### src/core/logger_regs.svh
// Purpose: Register offsets, field positions, reset values and timing
//          constants of the periodic register snapshot logger.
// Assumes: APB with 32-bit data, one aligned word per register.
// Notes:   Byte offsets; every unlisted offset answers with an error.
`ifndef LOGGER_REGS_SVH
`define LOGGER_REGS_SVH

// ==========================================================
// Register offsets
`define OFS_MODE       8'h00
`define OFS_INTERVAL   8'h04
`define OFS_ERASE      8'h08
`define OFS_STATUS     8'h0C
`define OFS_ENTRIES    8'h10
`define OFS_ENTRY_LEN  8'h14
`define OFS_REFUSED    8'h18
`define OFS_DESC_BASE  8'h40
`define OFS_DESC_LAST  8'h7C

// ==========================================================
// Field positions and values
`define MODE_W         2
`define DESC_CNT_LSB   16
`define DESC_CNT_MSB   22
`define ST_PRESENT     0
`define ST_FULL        1
`define ST_BUSY        2
`define ST_WRAPPED     3
`define ERASE_KEY      32'h0000A5A5
`define INTERVAL_RST   32'h00000001
`define INTERVAL_MIN   32'h00000001
`define INTERVAL_MAX   32'h0000FD20
`define MAX_BLK_REGS   7'h7D
`define NUM_BLOCKS     16
`define LOG_WORDS      21'h100000

// ==========================================================
// Timing
`define SECOND_NS      1000000000
`define CLK_NS         8
`define SEC_CYCLES     (`SECOND_NS / `CLK_NS)

`endif

### src/core/logger_pkg.sv
// Purpose: Types shared by the snapshot logger and its bench.
// Assumes: Nothing beyond the constants header.
// Notes:   Mode codes are fixed by the register encoding.
package logger_pkg;

  // ==========================================================
  // Logging mode, encoded as written by software
  typedef enum logic [1:0]
  {
    MODE_OFF = 2'h0,
    MODE_CIRCULAR = 2'h1,
    MODE_UNTIL_FULL = 2'h2
  } log_mode_t;

  // One captured block: first register and number of registers
  typedef struct packed
  {
    logic [6:0] count;
    logic [15:0] start;
  } block_desc_t;

  // One word headed for log storage
  typedef struct packed
  {
    logic [19:0] addr;
    logic [15:0] data;
  } flash_word_t;

  // Capture sequencer states
  typedef enum logic [1:0]
  {
    CAP_IDLE,
    CAP_SCAN,
    CAP_READ,
    CAP_WRITE
  } cap_state_t;

endpackage

### src/core/snapshot_logger.sv
// Purpose: Configuration and capture controller of a periodic register
//          logger, reached over APB.
// Assumes: Register map read port and log storage port on pclk.
// Notes:   The summary below lists the rules that the logic keeps.
// Summary of operation
// - Only descriptors require disabled and empty to change
// - Interval writable whenever logging is disabled
// - Block list changes only while the log is empty
// - Interval from 1 to 64800 seconds
// - Multi-block entries within one second
// - Sixteen block descriptors at most
// - No block larger than 125 registers
// - Descriptor holds start address and count
// - Stop-when-full or circular overwrite mode
// - Any register capturable, stored as entries
// - Mode codes: 0 off, 1 circular, 2 full
// - Erase key 0xA5A5 wipes the log
// - Interval is 32-bit count of seconds
`timescale 1ns/100ps
`include "logger_regs.svh"

module snapshot_logger
  import logger_pkg::*;
#(
  parameter int unsigned SEC_CYCLES = `SEC_CYCLES
)
(
  input wire logic pclk, // System clock, 125 MHz
  input wire logic presetn, // Asynchronous reset, active low
  input wire logic psel, // APB select
  input wire logic penable, // APB access phase
  input wire logic pwrite, // APB direction, high for write
  input wire logic [7:0] paddr, // APB byte address
  input wire logic [31:0] pwdata, // APB write data
  output logic [31:0] prdata, // APB read data
  output logic pready, // APB ready
  output logic pslverr, // APB error: unmapped or refused
  output logic src_req, // Register map read request
  output logic [15:0] src_addr, // Register map address
  input wire logic src_ack, // Register map answer valid
  input wire logic [15:0] src_data, // Register map answer
  output logic flash_valid, // Log storage write request
  output flash_word_t flash_word, // Log storage address and data
  input wire logic flash_ready, // Log storage accepts word
  output logic flash_erase // Log storage wipe, one cycle
);

  // ==========================================================
  // State of both groups
  log_mode_t mode, next_mode;
  logic [31:0] interval, next_interval;
  block_desc_t desc [`NUM_BLOCKS];
  block_desc_t next_desc [`NUM_BLOCKS];
  logic refused, next_refused;
  logic [31:0] next_prdata;
  logic next_pready, next_pslverr, next_flash_erase;
  cap_state_t state, next_state;
  logic [31:0] tick_cnt, next_tick_cnt;
  logic [31:0] sec_cnt, next_sec_cnt;
  logic [3:0] blk, next_blk;
  logic [6:0] ofs, next_ofs;
  logic [20:0] wr_ptr, next_wr_ptr;
  logic [31:0] entries, next_entries;
  logic present, next_present;
  logic full, next_full;
  logic wrapped, next_wrapped;
  logic stop_req, next_stop_req;
  logic next_src_req, next_flash_valid;
  logic [15:0] next_src_addr;
  flash_word_t next_flash_word;
  logic [11:0] entry_len;
  logic wr_commit, setup_cyc, cfg_open, desc_hit;
  logic [3:0] desc_idx;

  // Entry length summed over all descriptors, and bus decode
  always_comb
  begin
    entry_len = 12'h000;
    for (int i = 0; i < `NUM_BLOCKS; i++)
      entry_len = entry_len + {5'h00, desc[i].count};
    setup_cyc = psel && !penable;
    wr_commit = psel && penable && pready && pwrite;
    desc_hit = (paddr >= `OFS_DESC_BASE) && (paddr <= `OFS_DESC_LAST)
      && (paddr[1:0] == 2'h0);
    desc_idx = paddr[5:2];
    cfg_open = (mode == MODE_OFF) && !present;
  end

  // ==========================================================
  // Config group: APB slave and configuration registers
  // Answers come one cycle after setup; refused writes raise pslverr
  always_comb
  begin
    next_mode = mode;
    next_interval = interval;
    next_desc = desc;
    next_refused = refused;
    next_flash_erase = 1'b0;
    next_pready = setup_cyc;
    next_prdata = 32'h00000000;
    next_pslverr = 1'b0;
    // Decide the answer during setup so that it leaves a flop
    if (setup_cyc)
    begin
      case (paddr)
        `OFS_MODE:
          begin
            next_prdata = {30'h00000000, mode};
            next_pslverr = pwrite && (pwdata > 32'h00000002);
          end
        `OFS_INTERVAL:
          begin
            next_prdata = interval;
            next_pslverr = pwrite && ((mode != MODE_OFF)
              || (pwdata < `INTERVAL_MIN) || (pwdata > `INTERVAL_MAX));
          end
        `OFS_ERASE: next_prdata = 32'h00000000;
        `OFS_STATUS:
          begin
            next_prdata[`ST_PRESENT] = present;
            next_prdata[`ST_FULL] = full;
            next_prdata[`ST_BUSY] = (state != CAP_IDLE);
            next_prdata[`ST_WRAPPED] = wrapped;
            next_pslverr = pwrite;
          end
        `OFS_ENTRIES:
          begin
            next_prdata = entries;
            next_pslverr = pwrite;
          end
        `OFS_ENTRY_LEN:
          begin
            next_prdata = {20'h00000, entry_len};
            next_pslverr = pwrite;
          end
        `OFS_REFUSED: next_prdata = {31'h00000000, refused};
        default:
          begin
            if (desc_hit)
            begin
              next_prdata = {9'h000, desc[desc_idx]};
              next_pslverr = pwrite && (!cfg_open
                || (pwdata[`DESC_CNT_MSB:`DESC_CNT_LSB]
                > `MAX_BLK_REGS));
            end
            else
              next_pslverr = 1'b1;
          end
      endcase
    end
    // Commit on the access edge, never when the answer was an error
    if (wr_commit && !pslverr)
    begin
      case (paddr)
        `OFS_MODE: next_mode = log_mode_t'(pwdata[1:0]);
        `OFS_INTERVAL: next_interval = pwdata;
        `OFS_ERASE: next_flash_erase = (pwdata == `ERASE_KEY);
        `OFS_REFUSED:
          if (pwdata[0])
            next_refused = 1'b0;
        default:
          if (desc_hit)
          begin
            next_desc[desc_idx].start = pwdata[15:0];
            next_desc[desc_idx].count =
              pwdata[`DESC_CNT_MSB:`DESC_CNT_LSB];
          end
      endcase
    end
    // A refused write sets the flag even while software clears it
    if (psel && penable && pready && pwrite && pslverr)
      next_refused = 1'b1;
    // Full in stop mode drops back to disabled, over any mode write
    if (stop_req)
      next_mode = MODE_OFF;
  end

  // Register the config group
  always_ff @(posedge pclk or negedge presetn)
  begin
    if (!presetn)
    begin
      mode <= MODE_OFF;
      interval <= `INTERVAL_RST;
      desc <= '{default: '0};
      refused <= 1'b0;
      flash_erase <= 1'b0;
      pready <= 1'b0;
      prdata <= 32'h00000000;
      pslverr <= 1'b0;
    end
    else
    begin
      mode <= next_mode;
      interval <= next_interval;
      desc <= next_desc;
      refused <= next_refused;
      flash_erase <= next_flash_erase;
      pready <= next_pready;
      prdata <= next_prdata;
      pslverr <= next_pslverr;
    end
  end

  // ==========================================================
  // Capture group: second timer and entry sequencer
  // Timer restarts whenever logging is off, so the first entry lands
  // one full interval after enabling
  always_comb
  begin
    next_state = state;
    next_tick_cnt = tick_cnt;
    next_sec_cnt = sec_cnt;
    next_blk = blk;
    next_ofs = ofs;
    next_wr_ptr = wr_ptr;
    next_entries = entries;
    next_present = present;
    next_full = full;
    next_wrapped = wrapped;
    next_stop_req = 1'b0;
    next_src_req = src_req;
    next_src_addr = src_addr;
    next_flash_valid = flash_valid;
    next_flash_word = flash_word;
    if (mode == MODE_OFF)
    begin
      next_tick_cnt = 32'h00000000;
      next_sec_cnt = 32'h00000000;
    end
    else if (tick_cnt == SEC_CYCLES - 1)
    begin
      next_tick_cnt = 32'h00000000;
      next_sec_cnt = sec_cnt + 32'h00000001;
    end
    else
      next_tick_cnt = tick_cnt + 32'h00000001;
    case (state)
      CAP_IDLE:
        // Due entry; one that falls while busy starts on return to idle
        if ((mode != MODE_OFF) && (sec_cnt >= interval))
        begin
          next_sec_cnt = 32'h00000000;
          next_blk = 4'h0;
          next_ofs = 7'h00;
          if (entry_len == 12'h000)
            next_state = CAP_IDLE;
          else if ((wr_ptr + {9'h000, entry_len}) <= `LOG_WORDS)
            next_state = CAP_SCAN;
          else if (mode == MODE_UNTIL_FULL)
          begin
            next_full = 1'b1;
            next_stop_req = 1'b1;
          end
          else
          begin
            next_wr_ptr = 21'h000000;
            next_wrapped = 1'b1;
            next_state = CAP_SCAN;
          end
        end
      CAP_SCAN:
        // Walk descriptors in order, skipping empty or finished ones
        if (ofs < desc[blk].count)
        begin
          next_src_req = 1'b1;
          next_src_addr = desc[blk].start + {9'h000, ofs};
          next_state = CAP_READ;
        end
        else if (blk == 4'hF)
        begin
          next_entries = entries + 32'h00000001;
          next_present = 1'b1;
          next_state = CAP_IDLE;
        end
        else
        begin
          next_blk = blk + 4'h1;
          next_ofs = 7'h00;
        end
      CAP_READ:
        if (src_ack)
        begin
          next_src_req = 1'b0;
          next_flash_valid = 1'b1;
          next_flash_word.addr = wr_ptr[19:0];
          next_flash_word.data = src_data;
          next_state = CAP_WRITE;
        end
      CAP_WRITE:
        // Storage back-pressure stalls the whole entry
        if (flash_ready)
        begin
          next_flash_valid = 1'b0;
          next_wr_ptr = wr_ptr + 21'h000001;
          next_ofs = ofs + 7'h01;
          next_state = CAP_SCAN;
        end
      default: next_state = CAP_IDLE;
    endcase
    // Erase returns storage to its start only while idle; during an entry the pointer and counts are kept
    if (flash_erase && (state == CAP_IDLE))
    begin
      next_wr_ptr = 21'h000000;
      next_entries = 32'h00000000;
      next_present = 1'b0;
      next_full = 1'b0;
      next_wrapped = 1'b0;
    end
  end

  // Register the capture group
  always_ff @(posedge pclk or negedge presetn)
  begin
    if (!presetn)
    begin
      state <= CAP_IDLE;
      tick_cnt <= 32'h00000000;
      sec_cnt <= 32'h00000000;
      blk <= 4'h0;
      ofs <= 7'h00;
      wr_ptr <= 21'h000000;
      entries <= 32'h00000000;
      present <= 1'b0;
      full <= 1'b0;
      wrapped <= 1'b0;
      stop_req <= 1'b0;
      src_req <= 1'b0;
      src_addr <= 16'h0000;
      flash_valid <= 1'b0;
      flash_word <= '0;
    end
    else
    begin
      state <= next_state;
      tick_cnt <= next_tick_cnt;
      sec_cnt <= next_sec_cnt;
      blk <= next_blk;
      ofs <= next_ofs;
      wr_ptr <= next_wr_ptr;
      entries <= next_entries;
      present <= next_present;
      full <= next_full;
      wrapped <= next_wrapped;
      stop_req <= next_stop_req;
      src_req <= next_src_req;
      src_addr <= next_src_addr;
      flash_valid <= next_flash_valid;
      flash_word <= next_flash_word;
    end
  end

endmodule

### config.mk
export PLATFORM = sky130hd
export DESIGN_NAME = snapshot_logger
export DESIGN_NICKNAME = d
export VERILOG_FILES = /design/src/core/logger_pkg.sv /design/src/core/snapshot_logger.sv
export VERILOG_INCLUDE_DIRS = /design/src /design/src/core
export SDC_FILE = /design/constraint.sdc
export NUM_CORES = 1
export LEC_CHECK = 0
export BUFFER_PORTS_ARGS = -buffer_cell sky130_fd_sc_hd__buf_2
export CAP_MARGIN = 10
export CORE_AREA = 5 5 355 357
export DETAILED_ROUTE_END_ITERATION = 7
export DIE_AREA = 0 0 360 362
export GPL_TIMING_DRIVEN = 1
export REMOVE_ABC_BUFFERS = 1
export SLEW_MARGIN = 5
export SYNTH_ARGS = -nofsm -noshare
export SYNTH_HDL_FRONTEND = slang
export SYNTH_SLANG_ARGS = --single-unit
### constraint.sdc
create_clock -name pclk -period 7.9 [get_ports pclk]
set_clock_uncertainty 0.1 [all_clocks]
set_input_delay 1.58 -clock pclk [delete_from_list [all_inputs] [get_ports pclk]]
set_output_delay 1.58 -clock pclk [all_outputs]
set_load 0.005 [all_outputs]
==> results.sh <==
export IMPL_yosys_area_share_simple=0.08017
export IMPL_clock_sinks=626
export IMPL_post_route_period_util=0.9709
export IMPL_synth_top_cell_by_area="dfrtp_1"
export IMPL_routedWlPerCell_um=22.05
export IMPL_cp_num_buf_inv=8
export IMPL_r2r_start="desc[248]"
export IMPL_dr_pass1_iters=7
export IMPL_synth_edf_count=0
export IMPL_die_y_um=362
export IMPL_syn_avg_cell_area_um2=12.43
export IMPL_p_leak_nw=18.89
export IMPL_synthDistinctLibCells=81
export IMPL_gp_congestion=0.8454
export IMPL_dp_hpwl_um=70600
export IMPL_start_kind="register"
export IMPL_setup_violations=0
export IMPL_wirelength_um=104400
export IMPL_ys_ff_latch=626
export IMPL_fin_hold_ws_ns=0.3773
export IMPL_cts_root_buf="clkbuf_16"
export IMPL_min_from="tick_cnt[0]"
export IMPL_slew_headroom=0.1783
export IMPL_path_max_fanout=7
export IMPL_cts_tree="done"
export IMPL_cap_violations=0
export IMPL_hp_class="reg2reg"
export IMPL_clock_fmax_mhz=130.4
export IMPL_syn_area_um2=36380
export IMPL_yosysWarnings=0
export IMPL_insertion_delay_ns=0.64
export IMPL_grt_pass1_wl_um=159000
export IMPL_worst_slew_pin_slew_ns=1.221
export IMPL_clk_path_buf_depth=3
export IMPL_cp_required_ns=8.30
export IMPL_cp_common_cell="fa_1"
export IMPL_antenna_found_initial=14
export IMPL_outcome="completed"
export IMPL_finalCriticalPeriod_ns=7.670
export IMPL_rows=129
export IMPL_synth_commonest_cells="dfrtp_1 (625), mux2_2 (440), inv_1 (244)"
export IMPL_final_nets=3292
export IMPL_yosysMostFrequentCell="dfrtp_1"
export IMPL_synthArstFlopShare=1.000
export IMPL_area_growth_pct=14.42
export IMPL_numCtsBuffers=69
export IMPL_numPortBuffers=151
export IMPL_crit_arrival_ns=8.07
export IMPL_synthCells=2927
export IMPL_drcViolationCount=0
export IMPL_hold_buffers=0
export IMPL_ant_nets=0
export IMPL_rsz0062_at_grt="true"
export IMPL_netlist_area_leader_share=0.4299
export IMPL_grt_start_max_net_pins=168
export IMPL_p_per_area_nw_per_um2=179.9
export IMPL_fp_dieW_um=360
export IMPL_core_area_um2=122700
export IMPL_grt_pass1_vias=24990
export IMPL_grt_remaining_overflow=0
export IMPL_setup_tns_ns=0
export IMPL_synth_compound_area_frac=0.05448
export IMPL_htree_levels=3
export IMPL_drt_iter0_drc=2013
export IMPL_die_area_um2=130300
export IMPL_synth_ff_type="dfrtp_1"
export IMPL_drive_gt1_frac=0.3468
export IMPL_dr_total_vias=24570
export IMPL_crit_type="reg2reg"
export IMPL_grt_usage=0.1575
export IMPL_finalHoldViolCount=0
export IMPL_cp_top_family="adder cells"
export IMPL_boundaryPins=152
export IMPL_synth_adder_area_share=0.08310
export IMPL_fin_util=0.3393
export IMPL_crit_slowest_cell="fa_1"
export IMPL_yosys_mux_area_fraction=0.2805
export IMPL_start_util=0.2966
export IMPL_end_kind="register"
export IMPL_synth_xor_area_frac=0.02504
export IMPL_startpoint="desc[248]"
export IMPL_viasPerCell=5.187
export IMPL_synth_top_family_by_area="multiplexers"
export IMPL_ys_seq_area_frac=0.4307
export IMPL_synthTopCellsByArea="dfrtp_1 (43%), mux4_2 (14%), mux2_2 (14%), fa_1 (5.3%), ha_1 (3.0%)"
export IMPL_peakVddDrop_mv=0.1517
export IMPL_max_stage_delay_ns=0.55
export IMPL_clk_pin_slew_worst_paths_ns=0.06
export IMPL_drv_slew=0
==> worst reg2reg max path, delay by kind of cell (launching register included) <==
| kind | cells | cell delay [ns] |
|---|---|---|
| buf+inv | 8 | 0.83 |
| xor+xnor | 2 | 0.49 |
| compound gates | 6 | 1.33 |
| simple gates | 5 | 0.49 |
| flops | 1 | 0.38 |
| fa+ha+maj | 9 | 3.91 |
==> path summary, 6_finish.rpt <==
path                            cells past startpoint  slack, ns        endpoint
max in group asynchronous                           2       5.36       desc[206]
worst min register to register                      1       0.38     tick_cnt[0]
worst max-delay path                               30       0.23      wr_ptr[20]
min in group asynchronous                           1       0.90  flash_word[30]
worst min-delay path                                1       0.38     tick_cnt[0]
worst max register to register                     30       0.23      wr_ptr[20]
==> through the flow <==
stage	instance area (µm²)	power (mW)	instances	worst slack [ns]
after global routing	41610	7.766	4732	-0.07866
after global placement	39050	4.234	4595	0.1474
after CTS	41320	7.538	4715	0.0004450
after detailed placement	39050	4.236	4595	-0.05998
final	41620	7.487	4737	0.2300
after floorplan	35620	3.836	2737	0.2782
==> timing repair <==
item / 4_1_cts / 5_1_grt
endpoints found under the setup margin: 21 / 26
cloned: 0 / 1
buffers inserted: 0 / 15
hold endpoints to repair: 0 / 0
resized for setup: 2 / 47
pin swaps: 0 / 19
==> per-layer routing <==
| layer | routed length, µm | GRT usage | part of all wire |
|---|---|---|---|
| met5 | 55 | 0 | 0.00053 |
| met4 | 3292 | 0.05090 | 0.032 |
| met1 | 44800 | 0.2103 | 0.43 |
| met2 | 48630 | 0.2524 | 0.47 |
| met3 | 7656 | 0.04018 | 0.073 |
==> kinds of logic (layout without fill, tap and decap cells) <==
family                     Yosys count  in the layout
xor gates and xnor gates           104            104
buffers and inverters              434            601
other                                0              6
adders and majority gates          184            184
and+or+nand+nor                    593            593
muxes                              678            678
AOI/OAI and AO/OA                  308            308
DFF                                626            626
==> cell type report <==
type                    instances  area [µm²]
diodes                          6       15.01
clock buffers                  95        1954
clock inverters                25       302.8
fillers                     12120       81040
inverters                     244       915.9
multi-input cells            1867       19250
flip-flops and latches        626       15680
well taps                    1637        2048
repair buffers                237        1466
==> registers in the layout, summed over array words and instances (netlist names), 2 cells and up, named ones only <==
| signal | count |
|---|---|
| interval | 32 |
| entries | 32 |
| desc | 368 |
| blk | 4 |
| src_addr | 16 |
| tick_cnt | 32 |
| sec_cnt | 32 |
| prdata | 32 |
| ofs | 7 |
| mode | 2 |
| wr_ptr | 21 |
| flash_word | 36 |
==> layout by cell type (no fill, tap or decap), types with 15 or more instances in the layout <==
master and instances:
and4_1 20, nand3_1 58, a21oi_1 49, o21ai_0 99, nand2_1 152, a31oi_1 15
clkbuf_16 69, buf_2 149, a22oi_1 27, dfrtp_1 622, fa_1 95, nor2_1 168
inv_1 244, nor3_1 26, mux2_2 440, xor2_1 69, and2_1 17, and3_1 23
nand4_1 37, ha_1 84, mux4_2 229, xnor2_1 35, buf_4 79
==> power breakdown <==
group	internal, mW	total [mW]	switching [mW]
combinational	0.336	0.824	0.488
sequential	3.27	3.39	0.117
clock	1.88	3.27	1.40
total	5.48	7.49	2.00
Note: power is estimated with default switching activity, not from simulation.
